<file path="src/core/mcd_pkg.sv">
// Shared constants and carrier types for the modem change detector.
// Assumes one clock domain and an 8-bit register port.
package mcd_pkg;

	// Register addresses on the plain register port
	localparam logic [7:0] ADDR_OPT1  = 8'h15;  // Fall enables and hold-off threshold
	localparam logic [7:0] ADDR_OPT2  = 8'h16;  // Rise enables
	localparam logic [7:0] ADDR_SIG1  = 8'h6c;  // Modem levels plus request-to-send
	localparam logic [7:0] ADDR_SIG2  = 8'h6d;  // Modem levels plus terminal ready
	localparam logic [7:0] ADDR_ISTAT = 8'h70;  // Sticky change flags, write one to clear
	localparam logic [7:0] ADDR_IMASK = 8'h71;  // Interrupt mask, same layout

	// Field positions
	localparam int EDGE_LSB     = 4;  // Per-pin bits live in [7:4]
	localparam int EDGE_MSB     = 7;
	localparam int THR_MSB      = 3;  // Threshold lives in [3:0]
	localparam int SIG1_RTS_BIT = 0;
	localparam int SIG2_DTR_BIT = 1;

	// Reset values and codes
	localparam logic [7:0] REG_RESET = 8'h00;
	localparam logic [3:0] THR_OFF   = 4'h0;  // Automatic hold-off disabled
	localparam logic [3:0] PIN_IDLE  = 4'hf;  // Inactive level of active-low pins

	// Synchroniser depth for pin inputs
	localparam int SYNC_STAGES = 2;

	// One register-port request
	typedef struct packed {
		logic [7:0] addr;   // Register address
		logic [7:0] wdata;  // Write data
		logic       wr;     // Write strobe
		logic       rd;     // Read strobe
	} mcd_bus_s;

endpackage

</file>
<file path="src/core/mcd_sync.sv">
// Two-stage synchroniser, one chain per bit, for asynchronous pins.
// Assumes an active-low reset already synchronous to clk_i.
`timescale 1ns/10ps
module mcd_sync #(
	parameter int         W       = 4,
	parameter logic [3:0] RST_VAL = 4'hf
) (
	// Clock and reset
	input  wire logic         clk_i,
	input  wire logic         rst_ni,
	// Data
	input  wire logic [W-1:0] d_i,
	output logic      [W-1:0] q_o
);

	// Check width against the reset constant
	generate
		if (W > 4)
		begin : g_chk
			$error("mcd_sync: W above 4 not supported");
		end
	endgenerate

	// One chain per bit; first stage feeds only the second
	genvar b;
	generate
		for (b = 0; b < W; b++)
		begin : g_bit
			logic meta_q;  // First stage, read by the second only
			always_ff @(posedge clk_i or negedge rst_ni)
			begin
				if (!rst_ni)
				begin
					meta_q <= RST_VAL[b];
					q_o[b] <= RST_VAL[b];
				end
				else
				begin
					meta_q <= d_i[b];
					q_o[b] <= meta_q;
				end
			end
		end
	endgenerate

endmodule

</file>
<file path="src/core/mcd_top.sv">
// Modem-input change detection and automatic terminal-ready hold-off.
// Assumes receive occupancy comes from logic on clk_i; modem pins are async.
`timescale 1ns/10ps

// Overview of operation
// - Option-one high nibble enables falling-change requests
// - Rise, fall or both selectable per input
// - Occupancy above threshold negates terminal ready
// - Threshold zero disables automatic hold-off
// - Codes one to twelve count characters
// - Option-two high nibble enables rising-change requests
// - Modem pins inverted relative to register bits
module mcd_top #(
	parameter int unsigned RX_DEPTH = 12  // Largest meaningful threshold code
) (
	// Clock and reset
	input  wire logic             clk_i,
	input  wire logic             nrst_i,
	// Register port
	input  wire mcd_pkg::mcd_bus_s bus_i,
	output logic      [7:0]       rdata_o,
	// Modem pins, active low: [3] set ready, [2] clear to send, [1] ring, [0] carrier
	input  wire logic [3:0]       modem_n_i,
	output logic                  dtr_n_o,
	output logic                  rts_n_o,
	// Receive side
	input  wire logic [3:0]       rx_count_i,
	// Service request
	output logic                  irq_o,
	output logic                  modem_service_request_n_o
);

	// Threshold codes must fit the four-bit field
	generate
		if (RX_DEPTH < 1 || RX_DEPTH > 15)
		begin : g_chk
			$error("mcd_top: RX_DEPTH must be 1..15");
		end
	endgenerate

	localparam logic [3:0] THR_TOP = 4'(RX_DEPTH);  // Highest defined code

	// Reset release through two flops
	logic [1:0] rst_q;  // Release shift
	logic       rst_n;  // Design-wide reset
	always_ff @(posedge clk_i or negedge nrst_i)
	begin
		if (!nrst_i)
			rst_q <= 2'h0;
		else
			rst_q <= {rst_q[0], 1'b1};
	end
	assign rst_n = rst_q[1];

	// Pin synchronisation
	logic [3:0] pin_n_s;  // Synchronised pin levels
	logic [3:0] lvl;      // Status-bit sense of the pins
	mcd_sync #(
		.W       (4),
		.RST_VAL (mcd_pkg::PIN_IDLE)
	) u_sync (
		.clk_i  (clk_i),
		.rst_ni (rst_n),
		.d_i    (modem_n_i),
		.q_o    (pin_n_s)
	);
	assign lvl = ~pin_n_s;

	// Register state
	logic [7:0] opt1_q, opt1_d;    // Fall enables, threshold
	logic [7:0] opt2_q, opt2_d;    // Rise enables
	logic [7:0] stat_q, stat_d;    // Sticky change flags
	logic [7:0] mask_q, mask_d;    // Interrupt mask
	logic       rts_q, rts_d;      // Request-to-send control bit
	logic       dtr_q, dtr_d;      // Terminal-ready control bit
	logic [3:0] lvl_q, lvl_d;      // Previous level for edge compare
	logic [7:0] rdata_q, rdata_d;  // Read data, valid one cycle
	logic       irq_q, irq_d;      // Interrupt level
	logic       dtr_n_q, dtr_n_d;  // Pin drive
	logic       rts_n_q, rts_n_d;
	logic       srq_n_q, srq_n_d;  // Service request pin, own flop so no gate sits on it

	// Decode and detection terms
	logic [3:0] fall, rise;  // Enabled edges this cycle
	logic [3:0] thr;         // Hold-off threshold
	logic       auto_on;     // Automatic mode armed
	logic       hold;        // Occupancy over threshold
	logic [7:0] clr;         // Write-one-to-clear mask

	// Next-state logic for every register
	always_comb
	begin
		// Edge detection against the last level
		fall = lvl_q & ~lvl & opt1_q[mcd_pkg::EDGE_MSB:mcd_pkg::EDGE_LSB];
		rise = ~lvl_q & lvl & opt2_q[mcd_pkg::EDGE_MSB:mcd_pkg::EDGE_LSB];
		thr = opt1_q[mcd_pkg::THR_MSB:0];
		// Undefined codes are treated as off so a bad setting cannot stall the far end
		auto_on = (thr != mcd_pkg::THR_OFF) && (thr <= THR_TOP);
		hold = auto_on && (rx_count_i > thr);
		clr = 8'h00;
		opt1_d = opt1_q;
		opt2_d = opt2_q;
		mask_d = mask_q;
		rts_d = rts_q;
		dtr_d = dtr_q;
		rdata_d = 8'h00;
		// Register writes
		if (bus_i.wr)
		begin
			case (bus_i.addr)
				mcd_pkg::ADDR_OPT1:  opt1_d = bus_i.wdata;
				mcd_pkg::ADDR_OPT2:  opt2_d = {bus_i.wdata[7:4], 4'h0};  // Low bits unused
				mcd_pkg::ADDR_SIG1:  rts_d = bus_i.wdata[mcd_pkg::SIG1_RTS_BIT];
				mcd_pkg::ADDR_SIG2:  dtr_d = bus_i.wdata[mcd_pkg::SIG2_DTR_BIT];
				mcd_pkg::ADDR_ISTAT: clr = bus_i.wdata;
				mcd_pkg::ADDR_IMASK: mask_d = {bus_i.wdata[7:4], 4'h0};
				default:             clr = 8'h00;  // Unmapped writes ignored
			endcase
		end
		// Register reads; unmapped reads return zero
		if (bus_i.rd)
		begin
			case (bus_i.addr)
				mcd_pkg::ADDR_OPT1:  rdata_d = opt1_q;
				mcd_pkg::ADDR_OPT2:  rdata_d = opt2_q;
				mcd_pkg::ADDR_SIG1:  rdata_d = {lvl, 3'h0, rts_q};
				mcd_pkg::ADDR_SIG2:  rdata_d = {lvl, 2'h0, dtr_q, 1'b0};
				mcd_pkg::ADDR_ISTAT: rdata_d = stat_q;
				mcd_pkg::ADDR_IMASK: rdata_d = mask_q;
				default:             rdata_d = 8'h00;
			endcase
		end
		// Set wins over a same-cycle clear
		stat_d = (stat_q & ~clr) | {fall | rise, 4'h0};
		lvl_d = lvl;
		irq_d = |(stat_q & mask_q);
		srq_n_d = ~irq_d;  // Same cycle as the interrupt level, opposite sense
		// Pins are the inverse of the bits; hold-off overrides the control bit
		dtr_n_d = ~(dtr_q & ~hold);
		rts_n_d = ~rts_q;
	end

	// Registers
	always_ff @(posedge clk_i or negedge rst_n)
	begin
		if (!rst_n)
		begin
			opt1_q  <= mcd_pkg::REG_RESET;
			opt2_q  <= mcd_pkg::REG_RESET;
			stat_q  <= mcd_pkg::REG_RESET;
			mask_q  <= mcd_pkg::REG_RESET;
			rts_q   <= 1'b0;
			dtr_q   <= 1'b0;
			lvl_q   <= 4'h0;
			rdata_q <= 8'h00;
			irq_q   <= 1'b0;
			dtr_n_q <= 1'b1;
			rts_n_q <= 1'b1;
			srq_n_q <= 1'b1;
		end
		else
		begin
			opt1_q  <= opt1_d;
			opt2_q  <= opt2_d;
			stat_q  <= stat_d;
			mask_q  <= mask_d;
			rts_q   <= rts_d;
			dtr_q   <= dtr_d;
			lvl_q   <= lvl_d;
			rdata_q <= rdata_d;
			irq_q   <= irq_d;
			dtr_n_q <= dtr_n_d;
			rts_n_q <= rts_n_d;
			srq_n_q <= srq_n_d;
		end
	end

	// Outputs straight from flops
	assign rdata_o = rdata_q;
	assign irq_o = irq_q;
	// Service request has its own register rather than an inverter after irq_q
	assign modem_service_request_n_o = srq_n_q;
	assign dtr_n_o = dtr_n_q;
	assign rts_n_o = rts_n_q;
endmodule

</file>
<file path="config.mk">
export PLATFORM = sky130hd
export DESIGN_NAME = mcd_top
export DESIGN_NICKNAME = d
export VERILOG_FILES = /design/src/core/mcd_pkg.sv /design/src/core/mcd_sync.sv /design/src/core/mcd_top.sv
export SDC_FILE = /design/constraint.sdc
export NUM_CORES = 1
export LEC_CHECK = 0
export BUFFER_PORTS_ARGS = -buffer_cell sky130_fd_sc_hd__buf_2
export CAP_MARGIN = 15
export CORE_ASPECT_RATIO = 1.4
export CORE_MARGIN = 5
export CORE_UTILIZATION = 40
export CTS_BUF_LIST = sky130_fd_sc_hd__clkbuf_8
export CTS_CLUSTER_DIAMETER = 50
export DETAILED_ROUTE_END_ITERATION = 7
export PLACE_DENSITY = 0.64
export RECOVER_POWER = 25
export SETUP_SLACK_MARGIN = 0.02
export SLEW_MARGIN = 10
export SYNTH_ARGS = -nofsm -noshare
export SYNTH_HDL_FRONTEND = slang
export SYNTH_SLANG_ARGS = --single-unit
</file>
<file path="constraint.sdc">
create_clock -name clk_i -period 3.5 [get_ports clk_i]
set_input_delay 0.7 -clock clk_i [delete_from_list [all_inputs] [get_ports clk_i]]
set_output_delay 0.7 -clock clk_i [all_outputs]
set_load 0.02 [all_outputs]
</file>
Word level (Yosys, flattened, before mapping)
Index checks and enable logic that the tools add are counted.

word-level totals
  bits in registers = 52
  output and inout bits = 12
  bits of input ports = 28
  logic and storage cells = 59

operators by class
  eq/ne operators = 6
  $lt $le $gt $ge = 2
  reductions and logical operators = 9
  muxes and demuxes = 4
  bitwise gates (word level) = 17

operator list
  cell                                                                    count
  8-bit one-hot mux with 6 select lines                                   1
  8-bit by 7-bit equality test with 1-bit output (second input constant)  4
  8-bit 2-to-1 mux                                                        3
  4-bit AND                                                               4
  8-bit AND                                                               2
  8-bit by 5-bit equality test with 1-bit output (second input constant)  2
  4-bit inverter                                                          3
  2-bit AND reduction                                                     5
  8-bit inverter                                                          1
  8-bit bitwise OR                                                        1
  8-bit OR reduction                                                      1
  4-bit greater-than comparator                                           1
  4-bit <= comparator (second input constant)                             1
  1-bit inverter                                                          4
  4-bit bitwise OR                                                        1
  4-bit nonzero test                                                      1
  1-bit logical AND                                                       2
  1-bit AND                                                               1

Logic depth before layout (Yosys ltp)
  word-level depth = 6
  depth in mapped cells = 7
  mapped depth without buffers = 7

By module
A second synthesis with hierarchy kept.

second synthesis, totals
  cells, all modules = 171
  area total of the unflattened synthesis = 2,259.7 µm²

by module, submodules not included
  module    sequential area each (µm²)  area each (µm²)  cells each  times used
  mcd_top   1,104.8                     2,049.5          163         1
  mcd_sync  210.2                       210.2            8           1

Worst setup path after synthesis
No wires, ideal clock.

  path type = input to register
  start = input bus_i[15] (netlist bit)
  end = register opt2_q[4]
  data required time = 3.375 ns
  library setup time = 0.125 ns
  cell stages on the path = 5
  path slack = 1.528 ns
  arrival time = 1.847 ns
  buffers on the path = 1
  path through = nor3b_1 -> and2_2 -> buf_6 -> and4b_4 -> mux2_4

between the ends
  word-level cells in the longest chain between the ends = 2

ends and longest elaborated chain
  item                                            RTL line        RTL
  from (decl)                                     mcd_top.sv:20   input wire mcd_pkg::mcd_bus_s bus_i,
  8-bit by 5-bit equality test with 1-bit output  mcd_top.sv:110  case (bus_i.addr)
  2-bit AND reduction (no line)                   n/a
  to (signal assigned)                            mcd_top.sv:149  opt2_q <= mcd_pkg::REG_RESET;
  to (signal assigned)                            mcd_top.sv:164  opt2_q <= opt2_d;
  to (decl)                                       mcd_top.sv:71   logic [7:0] opt2_q, opt2_d;

No other way between the ends.
A chain may end at the register's enable or synchronous reset.

Worst setup path after layout
  start = input bus_i[14] (netlist bit)
  end = register rdata_q[5], in the netlist rdata_o[5]

between the ends
  word-level cells in the longest chain between the ends = 3
  elaborated cells on any way between the ends = 8
  classes of those cells = eq/ne (6); mux (2)

ends and longest elaborated chain
  item                                                                                                                     RTL line        RTL
  8-bit by 7-bit equality test with 1-bit output / 8-bit by 5-bit equality test with 1-bit output (equally long branches)  mcd_top.sv:123  case (bus_i.addr)
  8-bit one-hot mux with 6 select lines *                                                                                  mcd_top.sv:123
  8-bit 2-to-1 mux *                                                                                                       mcd_top.sv:121  if (bus_i.rd)
  via rdata_d[5]                                                                                                           mcd_top.sv:77   logic [7:0] rdata_q, rdata_d;
  to (signal assigned)                                                                                                     mcd_top.sv:170  rdata_q <= rdata_d;
  to (decl)                                                                                                                mcd_top.sv:77

The timed path passes the listed nets; every way through them passes the cells marked *.

==> out/metrics.csv <==
metric,value,unit
Setup crit end kind,flip-flop,
Final Hold Fails,0,
Clock Sinks,52,
Die Width,74.1,um
worst-case clock buffer depth,2,
Post-route DRC,0,
row cnt,32,
via count,1591,
Area Overhead vs Synth,15.6,%
Yosys reg bits,52,
Max-slew headroom,0.204,
Reg-to-Reg End,dtr_n_o,
r2r startpoint,opt1_q[1],
Critical Path Start Type,input port,
Critical Path Slowest Stage Cell,nor3b_2,
max-cap violations,0,
Root Buffer,clkbuf_8,
largest net degree at the start of global routing,51,
CP max stage delay,0.61,ns
pwr dens,404,nW/um2
Initial Util,0.413,
DRT iter0 DRCs,85,
initial antenna violation count,0,
clock transition at the registers of the reported paths,0.09,ns
final cell count without fillers,301,
Critical Path AT,2.21,ns
area of the mapped netlist,2300,um2
global-route wire length before repair,8100,um
total CTS buffers,5,
top cell type's share of synthesized area,0.446,
setup_tns,0,ns
ANT nets after route,0,
core area,5570,um2
WL/cell,16.0,um
Worst R2R Path Depth,7,
Nets,264,
unrepaired setup endpoints after global routing,no,
number of diodes,0,
Tmin final,1.96,ns
Synth area leaders,"dfrtp_1, dfstp_2, mux2_2",
setup bufs post-CTS,0,
clock latency on the worst-skew pair,0.31,ns
post-CTS sizing,0,
Worst Path Required,3.74,ns
H-tree levels,2,
FMAX,509,MHz
Post-Syn Nets,224,
vias in the first global route,1596,
final setup fails,0,
Yosys warning total,0,
cts hold-fix bufs,0,
Final Core Density,0.478,
top cell type by total area after synthesis,dfrtp_1,
number of port buffers,39,
Inst Count DP,292,
"Avg Cell Area, Syn",12.0,um2
vias per cell,5.29,
clk_skew,0.0103,ns
share of layout cells above drive strength 1,0.348,
maximum fanout along the worst path,9,
most frequent cells after synthesis,"dfrtp_1, nand3_1, mux2_2, nand2_1",
critical path class,input port to flip-flop,
Die Ht,99.7,um
die area,7390,um2
Final Cycle Share,0.561,
final WL,4830,um
DR pass1 iterations,4,
Post-synth EDFFs,0,
CTS tree,done,
Cells after Synth,192,
routability congestion estimate,0.825,
"FFs w/ async S/R, synth",1.00,
gr ovfl total,0,
Peak VDD IR,0.000262,V
critical-path cell list,buf_2 -> nand4b_1 -> nor3b_2 -> a211o_2 -> a31oi_4 -> o21ba_1,
reg2reg setup slack,2.10,ns
slew at the pin with the worst max-slew slack,1.19,ns
worst hold path type,input port to async pin,
Leak Pwr,1.27,nW
Detailed Place HPWL,3420,um
Post-synth top flop,dfrtp_1,
max-slew violations,0,
"CP delay by family, top",simple AND/OR/NAND/NOR gates,
top-count cell post-synth,dfrtp_1,
CP bufs+invs,1,
status,"complete, no violations",
"Seq/Total Area, Yosys",0.572,
I/O pin total,40,
gr usage total,0.143,
library cells used by synthesis,44,
-- cells by family (layout without fill, tap and decap cells) --
| family | count (synthesis) | in the layout | share of synthesized area |
|---|---|---|---|
| DFF | 52 | 52 | 0.572 |
| adders and majority gates | 4 | 4 | 0.0218 |
| and+or+nand+nor | 66 | 66 | 0.165 |
| AOI/OAI and AO/OA | 33 | 33 | 0.111 |
| other | 1 | 1 | 0.00163 |
| buffers and inverters | 18 | 59 | 0.0343 |
| muxes | 18 | 18 | 0.0946 |
-- report_power, final --
part	switching, mW	total [mW]	internal [mW]
Clock	0.193	0.333	0.140
Sequential	0.0225	0.653	0.630
Combinational	0.0490	0.0894	0.0404
-- routing by layer --
| layer | global-route usage | vias up | routed length, um |
|---|---|---|---|
| met1 | 0.181 | 783 | 2030 |
| met4 | 0.0488 | 0 | 73 |
| met3 | 0.0334 | 5 | 262 |
| met5 | 0 | - | 0 |
| met2 | 0.236 | 40 | 2460 |
| li1 | - | 763 | - |
-- placed cells by master (no fill, tap or decap), drive strengths merged, types with 2 or more instances in the layout --
cell type  count
a31oi          2
nor3b          3
a22o           3
nand3         26
o21ba          3
and2           2
mux2          18
clkbuf         6
dfrtp         41
nor2           8
and3           2
inv           12
a21boi         4
a22oi          3
nand2         14
dfstp         11
and4b          2
ha             4
o21ai          2
a21oi          8
buf           39
a32oi          5
-- worst reg2reg max path: stages, from the launching register on --
cell	delay [ns]
dfrtp_1	0.41
inv_1	0.06
ha_1	0.28
nor2b_1	0.13
o21ai_0	0.14
nand2b_1	0.07
a21oi_1	0.13
o21ai_0	0.10
-- worst max-delay path by stage --
stage                 end  slack, ns       from  cells after the start
2_1_floorplan   opt2_q[4]       1.53  bus_i[15]                      5
3_3_place_gp    opt2_q[4]       1.28  bus_i[15]                      5
3_5_place_dp    opt2_q[5]       1.22  bus_i[15]                      5
4_1_cts         opt2_q[6]       1.55  bus_i[15]                      5
5_1_grt        rdata_o[5]       1.47  bus_i[14]                      6
6_report       rdata_o[5]       1.54  bus_i[14]                      6
-- through the flow --
step           power (mW)  instance area (um2)  hold WS (ns)  setup slack (ns)
5_1_grt              1.14                 2660         0.142              1.47
6_report             1.08                 2660         0.161              1.54
3_5_place_dp        0.752                 2540         0.342              1.22
3_3_place_gp        0.750                 2540         0.337              1.28
2_1_floorplan       0.710                 2300         0.331              1.53
4_1_cts              1.09                 2630         0.151              1.55
-- registers in the layout (all words and copies together) (netlist names) --
register and flops:
dtr_n_o 1, dtr_q 1, irq_o 1, lvl_q 4, mask_q 4, modem_service_request_n_o 1
opt1_q 8, opt2_q 4, rdata_o 8, rst_q 2, rts_n_o 1, rts_q 1
stat_q 8, u_sync.g_bit.meta_q 4, u_sync.q_o 4
-- layout make-up --
| class | instances | area (um2) |
|---|---|---|
| fill | 511 | 2910 |
| sequential | 52 | 1320 |
| timing repair buffer | 40 | 221 |
| clock inverter | 3 | 20.0 |
| clock buffer | 5 | 68.8 |
| multi-input combinational | 122 | 907 |
| tap | 68 | 85.1 |
| inverter | 11 | 41.3 |
No activity file was read; power rests on OpenSTA's default activity.
